`src/shared/ascc_defs.svh`:
```
// register map, reset values and timing counts of the converter control block
`ifndef ASCC_DEFS_SVH
`define ASCC_DEFS_SVH
`define ASCC_ADDR_CFG      12'h000
`define ASCC_ADDR_CMD      12'h004
`define ASCC_ADDR_STAT     12'h008
`define ASCC_ADDR_CSR0     12'h010
`define ASCC_CFG_RESET     24'h000040
`define ASCC_CSR_RESET     24'h000000
`define ASCC_CFG_WMASK     24'h37FF80
`define ASCC_CFG_RS_POS    7
`define ASCC_CMD_START_POS 0
`define ASCC_CMD_STOP_POS  1
`define ASCC_CMD_READ_POS  2
`define ASCC_CMD_SETUP_LSB 4
`define ASCC_CLK_HZ        64'd125000000
`define ASCC_WAKE_MS       64'd500
`define ASCC_WAKE_CYC      ((`ASCC_WAKE_MS * `ASCC_CLK_HZ) / 64'd1000)
`define ASCC_SYSRST_CYC    32'd8
`define ASCC_RATE0_CYC     32'd2180
`define ASCC_RATE1_CYC     32'd1092
`define ASCC_RATE2_CYC     32'd532
`define ASCC_RATE3_CYC     32'd388
`define ASCC_RATE4_CYC     32'd324
`define ASCC_RATE5_CYC     17444
`define ASCC_RATE6_CYC     8724
`define ASCC_RATE7_CYC     4364
`define ASCC_CHOP0_HALF    7'd64
`define ASCC_CHOP1_HALF    7'd4
`define ASCC_CHOP2_HALF    7'd1
`define ASCC_CHOP3_HALF    7'd16
`endif

```
`src/shared/ascc_pkg.sv`:
```
// types of the converter control block
package ascc_pkg;
    typedef enum logic [2:0] {
        ST_IDLE, ST_CONVERT, ST_WAIT_READ, ST_SAVE, ST_WAKE, ST_SYSRST
    } ascc_phase_type;

    typedef struct packed {
        logic [1:0] nu_hi;
        logic [1:0] chop_rate_sel;
        logic       nu_mid;
        logic       multi_setup_bit;
        logic       loop_bit;
        logic       wait_for_read_bit;
        logic [3:0] setup_depth;
        logic       save_depth_sel;
        logic       pump_disable_bit;
        logic       save_run_bit;
        logic       reduced_power_bit;
        logic       sys_reset_bit;
        logic       reset_done_flag;
        logic       oscillation_flag;
        logic       overflow_flag;
        logic [3:0] nu_lo;
    } ascc_cfg_type;

    typedef struct packed {
        logic [1:0] latch_out_pins;
        logic [2:0] channel_sel;
        logic [2:0] rate_sel;
        logic [2:0] gain_sel;
        logic       unipolar;
    } ascc_setup_type;

    typedef struct packed {
        logic       start;
        logic [2:0] channel_sel;
        logic [2:0] rate_sel;
        logic [2:0] gain_sel;
        logic       unipolar;
        logic [1:0] chop_rate_sel;
        logic       chop_clk;
        logic       reduced_power;
        logic       power_save;
        logic       osc_enable;
    } ascc_conv_ctrl_type;

    typedef struct packed {
        logic above_fs;
        logic below_zero;
        logic below_neg_fs;
    } ascc_conv_in_type;
endpackage

```
`src/rtl/ascc_top.sv`:
```
// converter setup, configuration and sequencing control with APB registers
`timescale 1ns/1ps
`include "ascc_defs.svh"
module ascc_top #(
    parameter int          NCSR      = 4,
    parameter int unsigned WAKE_CYC  = 32'(`ASCC_WAKE_CYC),
    parameter int unsigned RATE5_CYC = `ASCC_RATE5_CYC,
    parameter int unsigned RATE6_CYC = `ASCC_RATE6_CYC,
    parameter int unsigned RATE7_CYC = `ASCC_RATE7_CYC,
    parameter int          PUMP_W    = 2
) (
    // clock and reset
    input  wire logic                        CLK,
    input  wire logic                        SYS_RST,
    // apb slave
    input  wire logic                        PSEL,
    input  wire logic                        PENABLE,
    input  wire logic                        PWRITE,
    input  wire logic [11:0]                 PADDR,
    input  wire logic [31:0]                 PWDATA,
    output logic      [31:0]                 PRDATA,
    output logic                             PREADY,
    output logic                             PSLVERR,
    // converter front end
    output ascc_pkg::ascc_conv_ctrl_type     CONV_CTRL,
    input  wire ascc_pkg::ascc_conv_in_type  CONV_IN,
    input  wire logic                        MOD_OSC,
    output logic                             DATA_READY,
    output logic                             DATA_PENDING,
    // pins
    output logic      [1:0]                  LATCH_OUT_PINS,
    output logic                             PUMP_DRIVE_PIN_O,
    output logic                             PUMP_DRIVE_PIN_OE
);
    import ascc_pkg::*;

    localparam int NSETUP = 2 * NCSR;

    typedef struct packed {
        ascc_phase_type          state;
        ascc_cfg_type            cfg;
        logic [NCSR-1:0][23:0]   csr;
        logic [3:0]              cur;
        logic [31:0]             cnt;
        logic                    osc_stopped;
        logic                    pending;
        logic                    start;
        logic                    ready;
        logic [31:0]             prdata;
        logic                    pready;
        logic                    pslverr;
        logic [6:0]              chop_cnt;
        logic                    chop;
        logic [PUMP_W-1:0]       pump_cnt;
        logic [2:0]              sync;
    } ascc_state_type;

    ascc_state_type s;
    ascc_state_type next_s;

    // setup idx: even index in upper half of its register
    function automatic ascc_setup_type setup_f(input logic [NCSR-1:0][23:0] csr,
                                               input logic [3:0] idx);
        logic [23:0] w;
        w = '0;
        if (int'(idx[3:1]) < NCSR) begin
            w = csr[idx[3:1]];
        end
        return idx[0] ? ascc_setup_type'(w[11:0]) : ascc_setup_type'(w[23:12]);
    endfunction

    function automatic logic [31:0] rate_cyc(input logic [2:0] sel);
        unique case (sel)
            3'h0: return `ASCC_RATE0_CYC;
            3'h1: return `ASCC_RATE1_CYC;
            3'h2: return `ASCC_RATE2_CYC;
            3'h3: return `ASCC_RATE3_CYC;
            3'h4: return `ASCC_RATE4_CYC;
            3'h5: return 32'(RATE5_CYC);
            3'h6: return 32'(RATE6_CYC);
            3'h7: return 32'(RATE7_CYC);
        endcase
    endfunction

    function automatic logic is_csr(input logic [11:0] a);
        return a >= `ASCC_ADDR_CSR0 && a < `ASCC_ADDR_CSR0 + 12'(4 * NCSR)
               && a[1:0] == 2'h0;
    endfunction

    function automatic logic addr_ok(input logic [11:0] a);
        return a == `ASCC_ADDR_CFG || a == `ASCC_ADDR_CMD
               || a == `ASCC_ADDR_STAT || is_csr(a);
    endfunction

    ascc_setup_type act;
    assign act = setup_f(s.csr, s.cur);

    logic acc;
    logic wr;
    logic rd;
    assign acc = PSEL && PENABLE;
    assign wr  = acc && s.pready && PWRITE && !s.pslverr;
    assign rd  = acc && s.pready && !PWRITE && !s.pslverr;

    always_comb begin
        logic           go;
        logic           over;
        logic [3:0]     last;
        logic [3:0]     csr_i;
        logic [6:0]     half;
        ascc_setup_type sp;
        logic           rs_wr;
        go    = 1'b0;
        over  = 1'b0;
        rs_wr = wr && PADDR == `ASCC_ADDR_CFG && PWDATA[`ASCC_CFG_RS_POS];
        csr_i = 4'((PADDR - `ASCC_ADDR_CSR0) >> 2);
        last  = (int'(s.cfg.setup_depth) < NSETUP) ? s.cfg.setup_depth
                                                    : 4'(NSETUP - 1);
        sp    = act;
        half  = `ASCC_CHOP0_HALF;
        next_s       = s;
        next_s.start = 1'b0;
        next_s.ready = 1'b0;
        next_s.sync  = {s.sync[1:0], MOD_OSC};

        // one wait state so read data leaves a flip-flop
        next_s.pready  = acc && !s.pready;
        next_s.pslverr = acc && !s.pready && !addr_ok(PADDR);
        if (acc && !s.pready && !PWRITE) begin
            next_s.prdata = 32'h00000000;
            if (PADDR == `ASCC_ADDR_CFG) begin
                next_s.prdata = {8'h00, s.cfg};
            end else if (PADDR == `ASCC_ADDR_STAT) begin
                next_s.prdata = {22'h000000, s.osc_stopped, s.pending,
                                 s.cur, 1'b0, s.state};
            end else if (is_csr(PADDR)) begin
                next_s.prdata = {8'h00, s.csr[csr_i]};
            end
        end

        // configuration writes
        if (wr && PADDR == `ASCC_ADDR_CFG) begin
            if (s.cfg.sys_reset_bit) begin
                next_s.cfg.sys_reset_bit = PWDATA[`ASCC_CFG_RS_POS];
            end else begin
                next_s.cfg = ascc_cfg_type'((PWDATA[23:0] & `ASCC_CFG_WMASK)
                             | (s.cfg & ~`ASCC_CFG_WMASK));
            end
        end
        if (wr && is_csr(PADDR) && s.state != ST_SYSRST) begin
            next_s.csr[csr_i] = PWDATA[23:0];
        end
        if (wr && PADDR == `ASCC_ADDR_CMD && PWDATA[`ASCC_CMD_READ_POS]) begin
            next_s.pending = 1'b0;
        end
        if (rd && PADDR == `ASCC_ADDR_CFG) begin
            next_s.cfg.reset_done_flag = 1'b0;
        end

        // oscillation flag counts once the last two sync stages agree
        if (s.sync[1] == s.sync[2]) begin
            next_s.cfg.oscillation_flag = s.sync[2];
        end

        unique case (s.state)
            ST_IDLE: begin
                if (wr && PADDR == `ASCC_ADDR_CMD && PWDATA[`ASCC_CMD_START_POS]
                    && !s.cfg.sys_reset_bit) begin
                    next_s.cur = s.cfg.multi_setup_bit ? 4'h0
                               : PWDATA[`ASCC_CMD_SETUP_LSB +: 4];
                    go = 1'b1;
                end
            end
            ST_CONVERT: begin
                next_s.cnt = s.cnt - 32'd1;
                if (s.cnt == 32'd0) begin
                    // range check depends on the setup polarity
                    over = CONV_IN.above_fs || (sp.unipolar ? CONV_IN.below_zero
                                                            : CONV_IN.below_neg_fs);
                    next_s.cfg.overflow_flag = over;
                    next_s.ready   = 1'b1;
                    next_s.pending = 1'b1;
                    next_s.state   = ST_IDLE;
                    if (s.cfg.multi_setup_bit && s.cur < last) begin
                        next_s.cur = s.cur + 4'h1;
                        go = 1'b1;
                    end else if (s.cfg.loop_bit) begin
                        if (s.cur != 4'h0 && s.cfg.multi_setup_bit) begin
                            next_s.cur = 4'h0;
                        end
                        if (s.cfg.wait_for_read_bit) begin
                            next_s.state = ST_WAIT_READ;
                        end else begin
                            go = 1'b1;
                        end
                    end
                end
            end
            ST_WAIT_READ: begin
                if (!next_s.pending) begin
                    go = 1'b1;
                end
            end
            ST_SAVE: begin
                next_s.osc_stopped = s.cfg.save_depth_sel;
                if (!s.cfg.save_run_bit) begin
                    next_s.osc_stopped = 1'b0;
                    next_s.state = s.osc_stopped ? ST_WAKE : ST_IDLE;
                    next_s.cnt   = 32'(WAKE_CYC) - 32'd1;
                end
            end
            ST_WAKE: begin
                next_s.cnt = s.cnt - 32'd1;
                if (s.cnt == 32'd0) begin
                    next_s.state = ST_IDLE;
                end
            end
            ST_SYSRST: begin
                // a fresh reset write restarts the count further down
                if (!rs_wr) begin
                    next_s.cnt = s.cnt - 32'd1;
                    if (s.cnt == 32'd0) begin
                        next_s.cfg.reset_done_flag = 1'b1;
                        next_s.state = ST_IDLE;
                    end
                end
            end
        endcase

        if (wr && PADDR == `ASCC_ADDR_CMD && PWDATA[`ASCC_CMD_STOP_POS]
            && (s.state == ST_CONVERT || s.state == ST_WAIT_READ)) begin
            next_s.state = ST_IDLE;
            go = 1'b0;
        end
        if (go) begin
            next_s.state = ST_CONVERT;
            next_s.cnt   = rate_cyc(setup_f(s.csr, next_s.cur).rate_sel) - 32'd1;
            next_s.start = 1'b1;
        end
        if (s.cfg.save_run_bit && next_s.state != ST_SYSRST
            && s.state != ST_SYSRST) begin
            next_s.state = ST_SAVE;
            next_s.start = 1'b0;
        end
        // a reset write wins over any conversion or power step in flight
        if (rs_wr) begin
            next_s.cfg = ascc_cfg_type'(`ASCC_CFG_RESET);
            next_s.cfg.sys_reset_bit   = 1'b1;
            next_s.cfg.reset_done_flag = 1'b0;
            next_s.csr         = {NCSR{`ASCC_CSR_RESET}};
            next_s.state       = ST_SYSRST;
            next_s.cnt         = `ASCC_SYSRST_CYC - 32'd1;
            next_s.cur         = 4'h0;
            next_s.pending     = 1'b0;
            next_s.ready       = 1'b0;
            next_s.start       = 1'b0;
            next_s.osc_stopped = 1'b0;
        end

        // chop clock halts with the analog section
        unique case (s.cfg.chop_rate_sel)
            2'h0: half = `ASCC_CHOP0_HALF;
            2'h1: half = `ASCC_CHOP1_HALF;
            2'h2: half = `ASCC_CHOP2_HALF;
            2'h3: half = `ASCC_CHOP3_HALF;
        endcase
        if (s.state != ST_SAVE && s.state != ST_WAKE) begin
            next_s.chop_cnt = s.chop_cnt + 7'd1;
            if (s.chop_cnt >= half - 7'd1) begin
                next_s.chop_cnt = 7'd0;
                next_s.chop     = !s.chop;
            end
        end
        if (!s.cfg.pump_disable_bit && !s.osc_stopped) begin
            next_s.pump_cnt = s.pump_cnt + PUMP_W'(1);
        end
    end

    always_ff @(posedge CLK) begin
        if (SYS_RST) begin
            s     <= '0;
            s.cfg <= `ASCC_CFG_RESET;
        end else begin
            s <= next_s;
        end
    end

    assign PRDATA  = s.prdata;
    assign PREADY  = s.pready;
    assign PSLVERR = s.pslverr;
    assign DATA_READY   = s.ready;
    assign DATA_PENDING = s.pending;
    assign LATCH_OUT_PINS = act.latch_out_pins;
    assign PUMP_DRIVE_PIN_O  = s.pump_cnt[PUMP_W-1];
    assign PUMP_DRIVE_PIN_OE = !s.cfg.pump_disable_bit;
    always_comb begin
        CONV_CTRL.start         = s.start;
        CONV_CTRL.channel_sel   = act.channel_sel;
        CONV_CTRL.rate_sel      = act.rate_sel;
        CONV_CTRL.gain_sel      = act.gain_sel;
        CONV_CTRL.unipolar      = act.unipolar;
        CONV_CTRL.chop_rate_sel = s.cfg.chop_rate_sel;
        CONV_CTRL.chop_clk      = s.chop;
        CONV_CTRL.reduced_power = s.cfg.reduced_power_bit;
        CONV_CTRL.power_save    = s.state == ST_SAVE || s.state == ST_WAKE;
        CONV_CTRL.osc_enable    = !s.osc_stopped;
    end
endmodule

```
`config.mk`:
```
export PLATFORM = sky130hd
export DESIGN_NAME = ascc_top
export DESIGN_NICKNAME = d
export VERILOG_FILES = /design/src/shared/ascc_pkg.sv /design/src/rtl/ascc_top.sv
export VERILOG_INCLUDE_DIRS = /design/src /design/src/shared
export SDC_FILE = /design/constraint.sdc
export NUM_CORES = 1
export LEC_CHECK = 0
export BUFFER_PORTS_ARGS = -buffer_cell sky130_fd_sc_hd__buf_2
export CORE_AREA = 3 3 177 179
export CTS_CLUSTER_SIZE = 20
export DETAILED_ROUTE_END_ITERATION = 8
export DIE_AREA = 0 0 180 182
export SYNTH_ARGS = -nofsm -noshare
export SYNTH_HDL_FRONTEND = slang
export SYNTH_SLANG_ARGS = --single-unit
```
`constraint.sdc`:
```
create_clock -name CLK -period 3.8 [get_ports CLK]
set_input_delay 0.38 -clock CLK [delete_from_list [all_inputs] [get_ports CLK]]
set_output_delay 0.38 -clock CLK [all_outputs]
set_load 0.01 [all_outputs]
```
==> results.md <==
Run status
* completed — outcome

CTS
* 4 — total number of H-tree levels
* 0 — number of instances resized during post-cts repair
* 0.44 ns — Skew-Pair Late Insertion Delay
* yes — TritonCTS clock tree
* 0.08 ns — CTS clk-pin slew, worst paths
* 0 — # Post-CTS Setup Buffers
* 2 — maximum clock insertion buffer count
* 17 — number of clock buffers inserted by TritonCTS
* 0 — number of buffers added to fix hold violations after cts
* sky130_fd_sc_hd__clkbuf_16 — Root Buffer Master
* 195 — number of clock sinks seen by CTS

Setup path
* 11 — r2r worst-path depth
* reg2reg — class of the most critical setup path
* 3.98 ns — CP arrival
* 7 — maximum fanout along the worst path
* s[56] — worst r2r dst
* flip-flop — crit path capture type
* s[63] — reg2reg start
* 4.13 ns — required time worst endpoint
* flip-flop — startpoint type of the worst setup path
* 0.15 ns — R2R Setup Slk

Drt
* 9506 — total via count in the routed design
* 0 — final routed DRC violation total
* 5 — drt first pass iters
* 33400 um — final wirelength
* 714 — Initial DRC Count
* 0 — Detail Route Antenna Nets
* 19.3 um — Wirelength per Cell
* 5.49 — mean number of vias per cell

Global route
* 8881 — vias in the first global route
* 0 — global route overflow
* 74 — largest net degree at the start of global routing
* 19.7% — Overall Global Routing Usage
* 51500 um — wire length of the first global-routing pass
* 1 — initial antenna violation count

Power and ir drop
* 358 mW/mm2 — total power per unit cell area
* 4.29 nW — leakage power
* 0.295 mV — Peak supply drop

Final layout
* sky130_fd_sc_hd__nand2_1 — leading cell type in the layout, fill and taps excluded
* 13.3% — area added between synthesis and finish
* 1401 — NumNets Final
* 3016 — final-layout fill cell count
* 0.00584 mm2 — multi-input gate area in the final layout
* 18.0% — ratio of cells with drive above 1 in the final layout
* 0.00391 mm2 — register area
* sky130_fd_sc_hd__nand2_1 (297), sky130_fd_sc_hd__dfxtp_1 (194), sky130_fd_sc_hd__a21oi_1 (181) — top library cells by usage in the layout, fill and taps aside

STA
* 96.1% — share of the clock period used by the worst path
* 22.6% — remaining max-slew budget at the tightest pin
* 274 MHz — Peak Freq
* 0.148 ns — least setup slack across all paths after layout
* 0.0172 ns — skew final
* 3.65 ns — Final min period
* 0 — final hold vios
* 0 ns — post-route setup TNS
* 0 — Max Slew Vio Count
* 1.16 ns — transition time at the pin with the least slew margin
* 0 — total of endpoints with negative setup slack in the final report
* no — setup repair after global routing missed its margin

Floorplan
* 63 — num rows
* 110 — boundary pin count
* 180 um — Horiz. Die Dim
* 35.0% — initial cell density of the core
* 0.0328 mm2 — die area
* 0.0297 mm2 — core outline area
* 182 um — vertical die dimension

Logic synthesis
* 195 — #FFs+latches synth
* 1287 — gate count of the mapped netlist
* 0.0104 mm2 — area of the mapped netlist
* 0 — number of warnings reported in the yosys synthesis log
* 68 — Cell variety after synth
* 0% — fraction of registers with async set/reset
* sky130_fd_sc_hd__dfxtp_1 — Top FF cell, synth
* 0 — number of enable flip-flop cells after synthesis
* 37.5% — sequential cell area fraction in the yosys report
* 8.08 um2 — average cell area after synthesis

Placement
* 0.923 — gpl congestion
* 23300 um — Post-DP HPWL
* 0.131 ns — pre-CTS setup slack
* 93 — I/O Buffers

Hold path
* MOD_OSC — Min-Delay Startpoint
* in2reg — worst hold-check path type
* next_s[1] — hold-critical path endpoint
* 2 — count of cells along the worst hold path

Run
* 0 — reported max-cap violation count

[registers in the layout, summed over array words and instances (netlist names)]
register          count
PSLVERR               1
DATA_READY            1
next_s                2
s                   159
DATA_PENDING          1
PREADY                1
CONV_CTRL             5
PRDATA               24
PUMP_DRIVE_PIN_O      1
[cell type report]
class,count,area share [%]
diodes,2,0.0424
multi-input cells,950,49.5
flip-flops and latches,195,33.1
clock buffers,18,3.64
repair buffers,139,7.09
well taps,390,4.14
inverters,25,0.913
clock inverters,14,1.52
[metrics by stage]
step	cell area (um2)	std cells	power (mW)	utilization [%]	hold slack, ns
final	11800	1733	4.22	39.7	0.159
after global routing	11800	1732	4.36	39.7	0.174
after CTS	11800	1731	4.26	39.6	0.135
after detailed placement	11200	1699	2.38	37.6	0.441
after global placement	11200	1699	2.38	37.6	0.436
after floorplan	10400	1294	2.28	-	0.414
[worst max-delay path by stage]
| stage | from | to | slack [ns] | depth (start not counted) |
|---|---|---|---|---|
| after floorplan | s[63] | s[59] | 0.29 | 14 |
| after global placement | PADDR[8] | s[59] | 0.15 | 15 |
| after detailed placement | PADDR[8] | s[56] | 0.13 | 14 |
| after CTS | s[63] | s[59] | 0.10 | 12 |
| after global routing | s[63] | s[56] | 0.02 | 12 |
| final | s[63] | s[56] | 0.15 | 11 |
[cells by family after synthesis]
group,after synthesis,synth area share [%]
buffers and inverters,149,6.87
adders and majority gates,20,2.41
DFF,195,37.5
muxes,59,11.5
other,1,0.0360
AOI/OAI and AO/OA,295,16.8
xor gates and xnor gates,17,1.43
and+or+nand+nor,551,23.4
[power by group]
part | leakage, nW | internal (mW) | total (mW) | switching, mW
logic | 2.42 | 0.0942 | 0.268 | 0.174
registers | 1.57 | 2.06 | 2.07 | 0.0123
clock network | 0.298 | 0.954 | 1.89 | 0.932
total | 4.29 | 3.10 | 4.22 | 1.12
[critical path, cell delays in order (launching register included)]
cell                       delay [ns]
sky130_fd_sc_hd__dfxtp_1         0.35
sky130_fd_sc_hd__or4_4           0.56
sky130_fd_sc_hd__or4_4           0.53
sky130_fd_sc_hd__nor4_2          0.30
sky130_fd_sc_hd__o21ai_1         0.13
sky130_fd_sc_hd__a211oi_4        0.30
sky130_fd_sc_hd__buf_4           0.19
sky130_fd_sc_hd__or3b_1          0.34
sky130_fd_sc_hd__a31oi_1         0.26
sky130_fd_sc_hd__a211oi_4        0.12
sky130_fd_sc_hd__and3_1          0.24
sky130_fd_sc_hd__o221a_1         0.22
[per-layer routing]
metal  part of all wire [%]  track usage [%]  vias to the layer above
met1                     46             28.4                     4546
met2                     45             30.5                      372
li1                       -                -                     4552
met5                      0                0                        -
met3                    8.1             4.01                       36
met4                    1.4             4.49                        0
[synth_stat cells, types with 3 or more instances]
| cell type | instances | share of area, % |
|---|---|---|
| sky130_fd_sc_hd__a211o_1 | 4 | 0.34 |
| sky130_fd_sc_hd__a211oi_1 | 9 | 0.65 |
| sky130_fd_sc_hd__a21o_1 | 3 | 0.22 |
| sky130_fd_sc_hd__a21oi_1 | 181 | 8.7 |
| sky130_fd_sc_hd__a221oi_1 | 14 | 1.2 |
| sky130_fd_sc_hd__a311oi_1 | 4 | 0.34 |
| sky130_fd_sc_hd__a31oi_1 | 6 | 0.36 |
| sky130_fd_sc_hd__and2_1 | 5 | 0.30 |
| sky130_fd_sc_hd__and3_1 | 3 | 0.18 |
| sky130_fd_sc_hd__buf_1 | 13 | 0.47 |
| sky130_fd_sc_hd__buf_4 | 37 | 2.7 |
| sky130_fd_sc_hd__clkbuf_1 | 72 | 2.6 |
| sky130_fd_sc_hd__dfxtp_1 | 195 | 38 |
| sky130_fd_sc_hd__ha_1 | 20 | 2.4 |
| sky130_fd_sc_hd__inv_1 | 23 | 0.83 |
| sky130_fd_sc_hd__mux2_2 | 3 | 0.32 |
| sky130_fd_sc_hd__mux2i_1 | 8 | 0.77 |
| sky130_fd_sc_hd__mux4_2 | 48 | 10 |
| sky130_fd_sc_hd__nand2_1 | 297 | 11 |
| sky130_fd_sc_hd__nand2b_1 | 11 | 0.66 |
| sky130_fd_sc_hd__nand3_1 | 16 | 0.77 |
| sky130_fd_sc_hd__nand3b_1 | 3 | 0.22 |
| sky130_fd_sc_hd__nand4_1 | 9 | 0.54 |
| sky130_fd_sc_hd__nor2_1 | 101 | 3.6 |
| sky130_fd_sc_hd__nor2b_1 | 11 | 0.66 |
| sky130_fd_sc_hd__nor3_1 | 42 | 2.0 |
| sky130_fd_sc_hd__nor3b_1 | 6 | 0.43 |
| sky130_fd_sc_hd__nor4_1 | 11 | 0.66 |
| sky130_fd_sc_hd__o211ai_1 | 6 | 0.43 |
| sky130_fd_sc_hd__o21a_1 | 5 | 0.36 |
| sky130_fd_sc_hd__o21ai_0 | 30 | 1.4 |
| sky130_fd_sc_hd__o22a_1 | 3 | 0.25 |
| sky130_fd_sc_hd__o22ai_1 | 6 | 0.36 |
| sky130_fd_sc_hd__o311ai_0 | 3 | 0.25 |
| sky130_fd_sc_hd__or2_2 | 4 | 0.24 |
| sky130_fd_sc_hd__or3_1 | 15 | 0.90 |
| sky130_fd_sc_hd__or4_1 | 4 | 0.29 |
| sky130_fd_sc_hd__xnor2_1 | 11 | 0.93 |
| sky130_fd_sc_hd__xor2_1 | 6 | 0.51 |
Power figures use the tool's default switching activity.
